===== src/adc_ctl_pkg.sv =====
// Shared constants and types for converter range and clock control
`default_nettype none

package adc_ctl_pkg;

    // Register offsets on the plain register port
    localparam logic [3:0] PRIMARY_OFS = 4'h0;
    localparam logic [3:0] SECONDARY_OFS = 4'h1;
    localparam logic [3:0] STATUS_OFS = 4'h2;
    localparam logic [3:0] DATA_OFS = 4'h3;

    // Primary setup register fields
    localparam int INSPAN_BIT = 0;
    localparam int REFSPAN_BIT = 1;
    localparam logic [1:0] PRIMARY_RST = 2'h0;

    // Secondary setup register fields
    localparam int EXTRANGE_BIT = 0;
    localparam int CLKSRC_BIT = 1;
    localparam int CLKDIV_BIT = 2;
    localparam int LOWSPEED_BIT = 3;
    localparam int OSR_LSB = 4;
    localparam int OSR_W = 3;
    localparam logic [6:0] SECONDARY_RST = 7'h00;

    // Status register fields
    localparam int STAT_SAT_BIT = 0;
    localparam int STAT_LOCK_BIT = 1;
    localparam int STAT_SRC_BIT = 2;
    localparam int STAT_SPAN2X_BIT = 3;

    // Timing
    localparam int CLK_MHZ = 40;
    localparam int LOCKOUT_US = 150;
    localparam int LOCKOUT_CYC = LOCKOUT_US * CLK_MHZ;
    localparam int OSC_HS_DIV = 2;
    localparam int OSC_LS_MULT = 8;
    localparam int EXT_DIV = 8;
    localparam int OSR_BASE = 32;
    localparam int OSR_CNT_W = 13;

    // Output code limits
    localparam logic [23:0] CODE_MAX = 24'h7FFFFF;
    localparam logic [23:0] CODE_MIN = 24'h800000;

    typedef enum logic {SRC_INTERNAL, SRC_EXTERNAL} clk_src_t;

endpackage : adc_ctl_pkg

`default_nettype wire


===== src/clock_ctl_if.sv =====
// Signals between the control top and the master clock selector
`timescale 1ns/1ps
`default_nettype none

interface clock_ctl_if;
    logic src_sel;
    logic ext_div;
    logic low_speed;
    logic mclk_tick;
    logic mod_tick;
    logic active_src;
    logic src_changed;

    modport mux
    (
        input src_sel,
        input ext_div,
        input low_speed,
        output mclk_tick,
        output mod_tick,
        output active_src,
        output src_changed
    );

    modport ctl
    (
        output src_sel,
        output ext_div,
        output low_speed,
        input mclk_tick,
        input mod_tick,
        input active_src,
        input src_changed
    );
endinterface : clock_ctl_if

`default_nettype wire


===== src/master_clock_select.sv =====
// Master clock source selection, divide and modulator clock enable
`timescale 1ns/1ps
`default_nettype none

module master_clock_select
(
    input wire logic clk_sys,
    input wire logic resetn,
    input wire logic ext_clk_pin,
    clock_ctl_if.mux cc
);
    logic [2:0] ext_sync_r;
    logic ext_edge;
    logic [2:0] ext_div_cnt_r;
    logic ext_tick;
    logic [4:0] osc_cnt_r;
    logic [4:0] osc_limit;
    logic osc_tick;
    logic active_r;
    logic half_r;
    logic changed_r;

    // Pin synchroniser, edge taken between second and third stage
    always_ff @(posedge clk_sys)
        if (!resetn)
            ext_sync_r <= 3'h0;
        else
            ext_sync_r <= {ext_sync_r[1:0], ext_clk_pin};
    assign ext_edge = ext_sync_r[1] & ~ext_sync_r[2];

    // Optional divide by eight of the external clock
    always_ff @(posedge clk_sys)
        if (!resetn)
            ext_div_cnt_r <= 3'h0;
        else if (ext_edge)
            ext_div_cnt_r <= ext_div_cnt_r + 3'h1;
    assign ext_tick = ext_edge & (!cc.ext_div
        || ext_div_cnt_r == 3'(adc_ctl_pkg::EXT_DIV - 1));

    // Internal oscillator rate follows speed mode
    assign osc_limit = cc.low_speed
        ? 5'(adc_ctl_pkg::OSC_HS_DIV * adc_ctl_pkg::OSC_LS_MULT - 1)
        : 5'(adc_ctl_pkg::OSC_HS_DIV - 1);
    always_ff @(posedge clk_sys)
        if (!resetn)
            osc_cnt_r <= 5'h00;
        else if (osc_cnt_r >= osc_limit)
            osc_cnt_r <= 5'h00;
        else
            osc_cnt_r <= osc_cnt_r + 5'h01;
    assign osc_tick = (osc_cnt_r >= osc_limit);

    // Switch only on a tick of the new source, so no tick is cut short
    always_ff @(posedge clk_sys)
        if (!resetn)
        begin
            active_r <= 1'b0;
            changed_r <= 1'b0;
        end
        else
        begin
            changed_r <= 1'b0;
            if (cc.src_sel != active_r
                && (cc.src_sel ? ext_tick : osc_tick))
            begin
                active_r <= cc.src_sel;
                changed_r <= 1'b1;
            end
        end

    assign cc.mclk_tick = active_r ? ext_tick : osc_tick;
    assign cc.active_src = active_r;
    assign cc.src_changed = changed_r;

    // Modulator clock is master clock halved
    always_ff @(posedge clk_sys)
        if (!resetn)
            half_r <= 1'b0;
        else if (cc.mclk_tick)
            half_r <= ~half_r;
    assign cc.mod_tick = cc.mclk_tick & half_r;

endmodule : master_clock_select

`default_nettype wire


===== src/code_span_scaler.sv =====
// Output code scaling for standard and extended input span
`timescale 1ns/1ps
`default_nettype none

module code_span_scaler
(
    input wire logic clk_sys,
    input wire logic resetn,
    input wire logic load,
    input wire logic extended,
    input wire logic signed [24:0] raw,
    output logic [23:0] code_r
);
    logic signed [27:0] scaled;

    // Clip a wide value to the 24-bit code limits
    function automatic logic [23:0] clip24(input logic signed [27:0] v);
        if (v > $signed({4'h0, adc_ctl_pkg::CODE_MAX}))
            clip24 = adc_ctl_pkg::CODE_MAX;
        else if (v < $signed({4'hF, adc_ctl_pkg::CODE_MIN}))
            clip24 = adc_ctl_pkg::CODE_MIN;
        else
            clip24 = v[23:0];
    endfunction : clip24

    // Extended span places full code at 1.25 times full scale
    always_comb
        if (extended)
            scaled = 28'(($signed({{3{raw[24]}}, raw}) * 4) / 5);
        else
            scaled = {{3{raw[24]}}, raw};

    always_ff @(posedge clk_sys)
        if (!resetn)
            code_r <= 24'h000000;
        else if (load)
            code_r <= clip24(scaled);

endmodule : code_span_scaler

`default_nettype wire


===== src/adc_range_clock_control.sv =====
// Range, reference, clock and saturation control of the converter
// Functional notes
// Input span bit picks plus-minus one or two times reference.
// High reference span forces the single input span.
// Extended mode widens span by a quarter, full codes at 1.25x.
// Saturation flag latched per conversion, refreshed at next completion.
// Host sets reference span to match the applied reference.
// Host prefers low reference span where both ranges fit.
// Modulator clock is the master clock divided by two.
// After reset the internal oscillator is the clock source.
// Internal oscillator rate follows speed mode automatically.
// Host supplies external clock before selecting it.
// Clock divide bit divides the external clock by eight.
// Host keeps external clock four cycles after switching away.
// Start and reset pins ignored 150 us after source change.
// Slower master clock gives proportionally slower conversions.
// Source switching never produces a truncated master tick.
`timescale 1ns/1ps
`default_nettype none

module adc_range_clock_control
#(
    parameter int LOCKOUT_CYCLES = adc_ctl_pkg::LOCKOUT_CYC
)
(
    input wire logic clk_sys,
    input wire logic resetn,
    input wire logic [3:0] reg_addr,
    input wire logic [31:0] reg_wdata,
    input wire logic reg_wr,
    input wire logic reg_rd,
    output logic [31:0] reg_rdata,
    input wire logic ext_clk_pin,
    input wire logic start_pin,
    input wire logic reset_pin_n,
    input wire logic sat_event,
    input wire logic signed [24:0] raw_sample,
    output logic mclk_tick,
    output logic mod_tick,
    output logic conv_done,
    output logic [23:0] conv_code,
    output logic span_2x,
    output logic start_req,
    output logic reset_req,
    output logic lockout_active
);
    clock_ctl_if cc();

    logic [1:0] primary_r;
    logic [6:0] secondary_r;
    logic [31:0] rdata_r;
    logic [31:0] rdata_nxt;
    logic [2:0] start_sync_r;
    logic [2:0] rst_sync_r;
    logic [15:0] lock_cnt_r;
    logic [adc_ctl_pkg::OSR_CNT_W-1:0] osr_cnt_r;
    logic [adc_ctl_pkg::OSR_CNT_W-1:0] osr_last;
    logic conv_done_r;
    logic sat_accum_r;
    logic sat_flag_r;
    logic start_rise;
    logic rst_fall;
    logic start_req_r;
    logic reset_req_r;
    logic [adc_ctl_pkg::OSR_W-1:0] osr_sel;

    // Register write decode
    always_ff @(posedge clk_sys)
        if (!resetn)
        begin
            primary_r <= adc_ctl_pkg::PRIMARY_RST;
            secondary_r <= adc_ctl_pkg::SECONDARY_RST;
        end
        else if (reg_wr)
        begin
            if (reg_addr == adc_ctl_pkg::PRIMARY_OFS)
                primary_r <= reg_wdata[1:0];
            else if (reg_addr == adc_ctl_pkg::SECONDARY_OFS)
                secondary_r <= reg_wdata[6:0];
        end

    // Settings to the clock selector, and the conversion rate select
    assign cc.src_sel = secondary_r[adc_ctl_pkg::CLKSRC_BIT];
    assign cc.ext_div = secondary_r[adc_ctl_pkg::CLKDIV_BIT];
    assign cc.low_speed = secondary_r[adc_ctl_pkg::LOWSPEED_BIT];
    assign osr_sel = secondary_r[adc_ctl_pkg::OSR_LSB +: adc_ctl_pkg::OSR_W];

    master_clock_select u_clk
    (
        .clk_sys(clk_sys),
        .resetn(resetn),
        .ext_clk_pin(ext_clk_pin),
        .cc(cc)
    );

    // Effective span: two-times only with low reference span
    assign span_2x = primary_r[adc_ctl_pkg::INSPAN_BIT]
                     & ~primary_r[adc_ctl_pkg::REFSPAN_BIT];

    // Conversion period counted in modulator ticks
    assign osr_last = adc_ctl_pkg::OSR_CNT_W'(
        (adc_ctl_pkg::OSR_BASE << osr_sel) - 1);
    always_ff @(posedge clk_sys)
        if (!resetn)
        begin
            osr_cnt_r <= '0;
            conv_done_r <= 1'b0;
        end
        else
        begin
            conv_done_r <= 1'b0;
            if (cc.mod_tick)
            begin
                if (osr_cnt_r >= osr_last)
                begin
                    osr_cnt_r <= '0;
                    conv_done_r <= 1'b1;
                end
                else
                    osr_cnt_r <= osr_cnt_r + 1'b1;
            end
        end

    // Sample scaled and held at each conversion end
    code_span_scaler u_scale
    (
        .clk_sys(clk_sys),
        .resetn(resetn),
        .load(conv_done_r),
        .extended(secondary_r[adc_ctl_pkg::EXTRANGE_BIT]),
        .raw(raw_sample),
        .code_r(conv_code)
    );

    // Saturation gathered over the period, published at its end
    always_ff @(posedge clk_sys)
        if (!resetn)
        begin
            sat_accum_r <= 1'b0;
            sat_flag_r <= 1'b0;
        end
        else if (conv_done_r)
        begin
            sat_flag_r <= sat_accum_r | sat_event;
            sat_accum_r <= 1'b0;
        end
        else if (sat_event)
            sat_accum_r <= 1'b1;

    // Control pin synchronisers
    always_ff @(posedge clk_sys)
        if (!resetn)
        begin
            start_sync_r <= 3'h0;
            rst_sync_r <= 3'h7;
        end
        else
        begin
            start_sync_r <= {start_sync_r[1:0], start_pin};
            rst_sync_r <= {rst_sync_r[1:0], reset_pin_n};
        end
    assign start_rise = start_sync_r[1] & ~start_sync_r[2];
    assign rst_fall = ~rst_sync_r[1] & rst_sync_r[2];

    // Lockout window after each completed source change
    always_ff @(posedge clk_sys)
        if (!resetn)
            lock_cnt_r <= 16'h0000;
        else if (cc.src_changed)
            lock_cnt_r <= 16'(LOCKOUT_CYCLES);
        else if (lock_cnt_r != 16'h0000)
            lock_cnt_r <= lock_cnt_r - 16'h0001;
    assign lockout_active = (lock_cnt_r != 16'h0000);

    // Pin requests pass only outside the lockout
    always_ff @(posedge clk_sys)
        if (!resetn)
        begin
            start_req_r <= 1'b0;
            reset_req_r <= 1'b0;
        end
        else
        begin
            // A pin edge in the switch cycle is dropped as well
            start_req_r <= start_rise & ~lockout_active
                           & ~cc.src_changed;
            reset_req_r <= rst_fall & ~lockout_active
                           & ~cc.src_changed;
        end

    // Read mux, unmapped offsets read zero
    always_comb
    begin
        rdata_nxt = 32'h00000000;
        unique case (reg_addr)
            adc_ctl_pkg::PRIMARY_OFS: rdata_nxt[1:0] = primary_r;
            adc_ctl_pkg::SECONDARY_OFS: rdata_nxt[6:0] = secondary_r;
            adc_ctl_pkg::STATUS_OFS:
            begin
                rdata_nxt[adc_ctl_pkg::STAT_SAT_BIT] = sat_flag_r;
                rdata_nxt[adc_ctl_pkg::STAT_LOCK_BIT] = lockout_active;
                rdata_nxt[adc_ctl_pkg::STAT_SRC_BIT] = cc.active_src;
                rdata_nxt[adc_ctl_pkg::STAT_SPAN2X_BIT] = span_2x;
            end
            adc_ctl_pkg::DATA_OFS: rdata_nxt[23:0] = conv_code;
            default: rdata_nxt = 32'h00000000;
        endcase
    end

    // Read data valid only in the cycle after the strobe
    always_ff @(posedge clk_sys)
        if (!resetn)
            rdata_r <= 32'h00000000;
        else if (reg_rd)
            rdata_r <= rdata_nxt;
        else
            rdata_r <= 32'h00000000;

    assign reg_rdata = rdata_r;
    assign mclk_tick = cc.mclk_tick;
    assign mod_tick = cc.mod_tick;
    assign conv_done = conv_done_r;
    assign start_req = start_req_r;
    assign reset_req = reset_req_r;

endmodule : adc_range_clock_control

`default_nettype wire


===== config.mk =====
export PLATFORM = sky130hd
export DESIGN_NAME = adc_range_clock_control
export DESIGN_NICKNAME = d
export VERILOG_FILES = /design/src/adc_ctl_pkg.sv /design/src/clock_ctl_if.sv /design/src/master_clock_select.sv /design/src/code_span_scaler.sv /design/src/adc_range_clock_control.sv
export SDC_FILE = /design/constraint.sdc
export NUM_CORES = 1
export LEC_CHECK = 0
export BUFFER_PORTS_ARGS = -buffer_cell sky130_fd_sc_hd__buf_2
export CAP_MARGIN = 20
export CORE_MARGIN = 4
export CORE_UTILIZATION = 50
export DETAILED_ROUTE_END_ITERATION = 12
export GPL_ROUTABILITY_DRIVEN = 1
export PLACE_DENSITY = 0.82
export SLEW_MARGIN = 20
export SYNTH_ARGS = -nofsm -noshare
export SYNTH_HDL_FRONTEND = slang
export SYNTH_SLANG_ARGS = --single-unit

===== constraint.sdc =====
create_clock -name clk_sys -period 35.5 [get_ports clk_sys]
set_input_delay 7.1 -clock clk_sys [delete_from_list [all_inputs] [get_ports clk_sys]]
set_output_delay 7.1 -clock clk_sys [all_outputs]
set_load 0.02 [all_outputs]

==> summary.md, run 1 <==
| Metric | Value |
|---|---|
| Outcome | finished, final reports clean |
| RSZ-0062 raised after global routing | false |
| Worst-margin pin slew | 0.9855 ns |
| Seq/Total Area, Yosys | 0.2135 |
| I/O Buffers | 98 |
| Arrival time at the worst endpoint | 21.86 ns |
| Critical Path RT | 35.73 ns |
| Num CTS Buffers | 9 |
| DR pass1 iterations | 5 |
| Ys flop type | dfxtp_1 |
| Final hold viol count | 0 |
| # hold bufs at CTS | 0 |
| Final core utilization | 0.5533 |
| CP max stage cell | nor4b_2 |
| Avg Cell Area, Syn | 7.749 sq um |
| Ys async rst share | 0 |
| CTS resizes | 0 |
| Post-Layout Cell Count | 1659 |
| CP max FO | 21 |
| WL/cell | 18.22 um |
| Max-Cap Viols | 0 |
| Clock Root Buffer | clkbuf_16 |
| Number of antenna-violating nets in the routed design | 0 |
| Cells after synthesis | 1343 |
| Setup Skew | 0.008109 ns |
| Largest net degree at the start of global routing | 67 |
| Worst setup margin | 13.87 ns |
| Ys Warns | 0 |
| VDD IR max | 0.03240 mV |
| Final wirelength | 30.22 mm |
| FF+latch count, synth | 111 |
| TritonCTS clock tree | done |
| Post-CTS Setup Bufs | 0 |
| Final setup viols | 0 |
| Final net count | 1475 |
| Core Area | 20360 sq um |
| Slew Limit Fails | 0 |
| Synth-to-Final Area Change | 8.260% |
| Starting Density | 0.5111 |
| PD cells | 76.00 nW/um^2 |
| 1st-iter DRT viols | 1033 |
| Die Y | 152.3 um |
| Sink Count | 111 |
| CP Capture Type | flop |
| Kind of critical path | in2reg |
| Placer congestion estimate | 0.9798 |
| Clock buffer depth | 2 |
| Placed Cells | 1643 |
| Vias | 10870 |
| Fillcell total | 1869 |
| Antenna Cells | 0 |
| Residual DRC | 0 |
| Vias in the first global route | 9756 |
| Rows | 52 |
| Count of cell types in the netlist | 113 |
| Cell taking the most area after synthesis | dfxtp_1 |
| Die Wd | 152.3 um |
| Share of cells above drive strength 1 | 0.1469 |
| GR Util All Layers | 0.2418 |
| Most used cell, CP | a21oi_1 |
| H-tree levels | 3 |
| Post-DP HPWL | 22.37 mm |
| Final period util | 0.6092 |
| Max frequency | 46.24 MHz |
| Rel. slew slack | 0.3408 |
| Io pins | 132 |
| Min-delay worst type | reg2reg |
| Number of vias per cell | 6.549 |
| Initial antenna violation count | 0 |
| Yosys top cell area share | 0.2135 |
| Final min period | 21.63 ns |
| Clk_lat worst skew | 0.34 ns |
| Setup TNS | 0 ns |
| Place WS | 14.04 ns |
| Total power | 0.0008563 W |
| Register Area | 2223 sq um |
| Crit-path max cell delay | 0.77 ns |
| Area occupied by multi-input gates | 7685 sq um |
| Top cells by area, synth | dfxtp_1 (21%), nor2_1 (5.0%), xnor2_1 (4.5%) |
| First-pass GRT wire length | 48.88 mm |
| Area of the die | 23190 sq um |
| Synthesized cell area | 10410 sq um |
| Leak | 4.306 nW |
| EDFF count, synth | 0 |
| GR Overflow Total | 0 |
| Crit path launch type | input pin |
| Clock transition at path regs | 0.07 ns |
-- critical path: cells and delay by family --
family	cells	cell delay (ns)
AOI/OAI and AO/OA	27	8.26
xor gates and xnor gates	2	0.39
adders and majority gates	4	1.07
buffers and inverters	4	0.69
muxes	2	0.60
and+or+nand+nor	13	3.74
-- cells by family (layout without fill, tap and decap cells) --
| family | count (synthesis) | in the layout | synth area share |
|---|---|---|---|
| and+or+nand+nor | 522 | 522 | 0.2669 |
| AOI/OAI and AO/OA | 421 | 421 | 0.3036 |
| buffers and inverters | 114 | 153 | 0.05134 |
| DFF | 111 | 111 | 0.2135 |
| xor gates and xnor gates | 93 | 93 | 0.07826 |
| muxes | 55 | 55 | 0.05626 |
| adders and majority gates | 25 | 25 | 0.02945 |
| other | 2 | 9 | 0.0007216 |
-- synth_stat cells (8+ instances only) --
cell	n
a211oi_1	23
a21o_1	12
a21oi_1	57
a31oi_1	16
and2_1	38
and3_1	11
buf_2	10
buf_4	9
buf_6	8
clkbuf_1	52
dfxtp_1	111
ha_1	22
inv_1	27
mux2i_1	47
nand2_1	93
nand2b_1	14
nand3_1	37
nand3b_1	9
nand4_1	20
nor2_1	138
nor2b_1	23
nor3_1	42
nor4_1	17
o211a_1	8
o211ai_1	21
o21a_1	11
o21ai_0	76
o221a_2	20
o22ai_1	10
o31a_1	9
o31ai_1	20
o41ai_1	10
or3_1	18
xnor2_1	54
xor2_1	39
-- final timing paths --
path                   startpoint                  to  cells past startpoint  slack (ns)
setup / recovery    raw_sample[0]  u_scale.code_r[18]                     52       13.87
hold / removal    start_sync_r[2]           start_req                      1        0.41
setup reg to reg    lock_cnt_r[6]       lock_cnt_r[9]                     11       32.23
hold reg to reg   start_sync_r[2]           start_req                      1        0.41
-- registers in the layout, summed over array words and instances (netlist names), 2 cells and up --
| register | count |
|---|---|
| start_sync_r | 3 |
| lock_cnt_r | 16 |
| u_scale.code_r | 24 |
| reg_rdata | 24 |
| u_clk.osc_cnt_r | 5 |
| secondary_r | 7 |
| osr_cnt_r | 13 |
| primary_r | 2 |
| rst_sync_r | 3 |
| u_clk.ext_div_cnt_r | 3 |
| u_clk.ext_sync_r | 3 |
-- routing by layer --
layer  global-route usage  vias up  share of wire
li1                     -     5165              -
met1               0.3300     5051           0.43
met2               0.4007      585           0.46
met3              0.03209       64          0.087
met4              0.07063        0          0.024
met5                    0        -              0
-- metrics by stage --
step	instance area, sq um	hold WS, ns
after floorplan	10430	0.3742
after global placement	10920	0.3787
after detailed placement	10920	0.3858
after CTS	11260	0.3962
after global routing	11270	0.4203
final	11270	0.4058
-- where the power goes --
part / switching, W / leakage, nW / total, W / internal (W)
registers: 0.00000899 / 0.900 / 0.000144 / 0.000135
clock network: 0.0000427 / 0.165 / 0.000110 / 0.0000677
logic: 0.000384 / 3.24 / 0.000602 / 0.000218
-- placed cells by master, fill, tap and decap left out, types with 9 or more instances in the layout --
master / count
o221a_2: 20
a31oi_1: 16
nor2_1: 137
o22ai_1: 10
o31ai_1: 20
o31a_1: 9
nand3_1: 37
ha_1: 22
xor2_1: 39
and2_1: 38
conb_1: 9
nor3_1: 41
a211oi_1: 23
nand2b_1: 14
nor2b_1: 23
a21oi_1: 57
dfxtp_1: 110
o211ai_1: 21
clkbuf_16: 9
nand3b_1: 9
buf_2: 98
inv_1: 27
nor4_1: 17
buf_4: 11
mux2i_1: 47
o41ai_1: 10
o21ai_0: 76
and3_1: 11
nand2_1: 93
a21o_1: 12
or3_1: 18
xnor2_1: 54
nand4_1: 20
o21a_1: 11
-- layout make-up --
class                   count  share of cell area
inverters                  28            0.009328
flip-flops and latches    111              0.1973
clock inverters             4            0.006774
clock buffers              12             0.02365
well taps                 270             0.02998
multi-input cells        1125              0.6821
repair buffers            109             0.05086
Power figures use the tool's default switching activity.
==> inputs of run 2 (changes only) <==
==> constraint.sdc (replaced) <==
create_clock -name clk_sys -period 20.2 [get_ports clk_sys]
set_input_delay 4.04 -clock clk_sys [delete_from_list [all_inputs] [get_ports clk_sys]]
set_output_delay 4.04 -clock clk_sys [all_outputs]
set_load 0.02 [all_outputs]
==> summary.md, run 2 (synthesis results as in run 1) <==
| Metric | Value |
|---|---|
| Starting Density | 0.5111 (unchanged) |
| Worst-margin pin slew | 1.028 ns (+0.04234 ns) |
| CP max FO | 21 (unchanged) |
| GR Util All Layers | 0.2367 (-0.005164) |
| Io pins | 132 (unchanged) |
| Most used cell, CP | a21oi_1 |
| PD cells | 131.1 nW/um^2 (+73%) |
| Final min period | 18.33 ns |
| Leak | 4.277 nW (-0.69%) |
| Final hold viol count | 0 (unchanged) |
| Area of the die | 23190 sq um (unchanged) |
| 1st-iter DRT viols | 1036 (+0.29%) |
| Setup TNS | 0 ns (unchanged) |
| Critical Path RT | 20.44 ns (-15.29 ns) |
| Number of antenna-violating nets in the routed design | 0 (unchanged) |
| Crit path launch type | input pin |
| Share of cells above drive strength 1 | 0.1469 (unchanged) |
| Initial antenna violation count | 0 (unchanged) |
| Arrival time at the worst endpoint | 18.56 ns (-3.30 ns) |
| Vias in the first global route | 9915 (+1.6%) |
| Placer congestion estimate | 0.9851 (+0.54%) |
| Slew Limit Fails | 0 (unchanged) |
| WL/cell | 17.80 um (-2.3%) |
| Residual DRC | 0 (unchanged) |
| VDD IR max | 0.07906 mV (+140%) |
| Max frequency | 54.56 MHz |
| # hold bufs at CTS | 0 (unchanged) |
| Clk_lat worst skew | 0.34 ns (about the same) |
| Final period util | 0.9074 |
| Rel. slew slack | 0.3125 (-0.02832) |
| Setup Skew | 0.007054 ns (-0.001055 ns) |
| Die Y | 152.3 um (unchanged) |
| GR Overflow Total | 0 (unchanged) |
| CP Capture Type | flop |
| Number of vias per cell | 6.563 (+0.21%) |
| Max-Cap Viols | 0 (unchanged) |
| Post-DP HPWL | 22.25 mm (-0.52%) |
| Clock transition at path regs | 0.07 ns (about the same) |
| Largest net degree at the start of global routing | 67 (unchanged) |
| Synth-to-Final Area Change | 7.670% |
| Final wirelength | 29.53 mm (-2.3%) |
| Most common cell after layout, fill and taps aside | nor2_1 |
| Sink Count | 111 (unchanged) |
| Final core utilization | 0.5503 (-0.003011) |
| TritonCTS clock tree | done |
| Rows | 52 (unchanged) |
| CTS resizes | 0 (unchanged) |
| Final net count | 1475 (unchanged) |
| Outcome | finished, final reports clean |
| CP max stage cell | nor4b_2 |
| Vias | 10890 (+0.21%) |
| Die Wd | 152.3 um (unchanged) |
| Fillcell total | 1894 (+1.3%) |
| H-tree levels | 3 (unchanged) |
| Crit-path max cell delay | 0.74 ns (-0.03 ns) |
| Min-delay worst type | reg2reg |
| I/O Buffers | 98 (unchanged) |
| Kind of critical path | in2reg |
| Num CTS Buffers | 9 (unchanged) |
| RSZ-0062 raised after global routing | false |
| Final setup viols | 0 (unchanged) |
| Clock Root Buffer | clkbuf_16 |
| Post-CTS Setup Bufs | 0 (unchanged) |
| First-pass GRT wire length | 48.15 mm (-1.5%) |
| Clock buffer depth | 2 (unchanged) |
| Commonest cells after routing, fill and taps aside | nor2_1 (137), dfxtp_1 (110), buf_2 (98), nand2_1 (93), o21ai_0 (76) |
| Antenna Cells | 0 (unchanged) |
| Core Area | 20360 sq um (unchanged) |
| DR pass1 iterations | 5 (unchanged) |
==> run 2: cell count changes in the layout (fill, tap and decap cells not counted), sizes merged <==
cell | previous run | this run
inv | 27 | 29
clkinvlp | 1 | 2
clkbuf | 12 | 10
clkinv | 2 | 3
bufinv | 2 | 0
==> run 2: critical path: cells and delay by family <==
kind	cells	cell delay (ns)
multiplexers	2	0.61
AO/OA/AOI/OAI	27	8.05
adder cells (fa/ha/maj)	4	1.05
XOR/XNOR	2	0.38
AND/OR/NAND/NOR	13	3.73
buffers and inverters	4	0.66
==> run 2: path summary, 6_finish.rpt <==
kind	startpoint	end	slack (ns)	cells after the start
worst max-delay path	raw_sample[0]	u_scale.code_r[18]	1.87	52
worst min-delay path	start_sync_r[2]	start_req	0.39	1
worst max register to register	lock_cnt_r[6]	lock_cnt_r[9]	16.84	11
worst min register to register	start_sync_r[2]	start_req	0.39	1
==> run 2: layer usage <==
layer | GRT usage | up-vias | routed length [um] | part of all wire
met4 | 0.07791 | 0 | 786 | 0.027
met5 | 0 | - | 0 | 0
met1 | 0.3170 | 5072 | 12660 | 0.43
li1 | - | 5171 | - | -
met3 | 0.03266 | 78 | 2429 | 0.082
met2 | 0.3939 | 567 | 13650 | 0.46
==> run 2: metrics by stage <==
step | worst slack, ns | instances | cell area [sq um] | power [W] | hold WS [ns]
after detailed placement | 1.977 | 1642 | 10910 | 0.001275 | 0.3841
after floorplan | 4.721 | 1350 | 10430 | 0.001083 | 0.3742
after global placement | 2.198 | 1642 | 10910 | 0.001252 | 0.3789
after global routing | 0.9423 | 1659 | 11210 | 0.001587 | 0.4072
final | 1.871 | 1659 | 11210 | 0.001470 | 0.3943
after CTS | 2.342 | 1658 | 11190 | 0.001445 | 0.3945
==> run 2: final cells by class <==
cell class,instances,area (sq um),area share
timing repair buffer,109,573.1,0.05114
sequential,111,2223,0.1984
clock inverter,6,42.54,0.003796
multi-input combinational,1125,7685,0.6858
inverter,28,105.1,0.009379
tap,270,337.8,0.03015
clock buffer,10,239.0,0.02133
==> run 2: power by group <==
group	total [W]	switching (W)	internal (W)
clock	0.000165	0.0000775	0.0000874
sequential	0.000253	0.0000155	0.000237
combinational	0.00105	0.000668	0.000383
total	0.00147	0.000761	0.000708
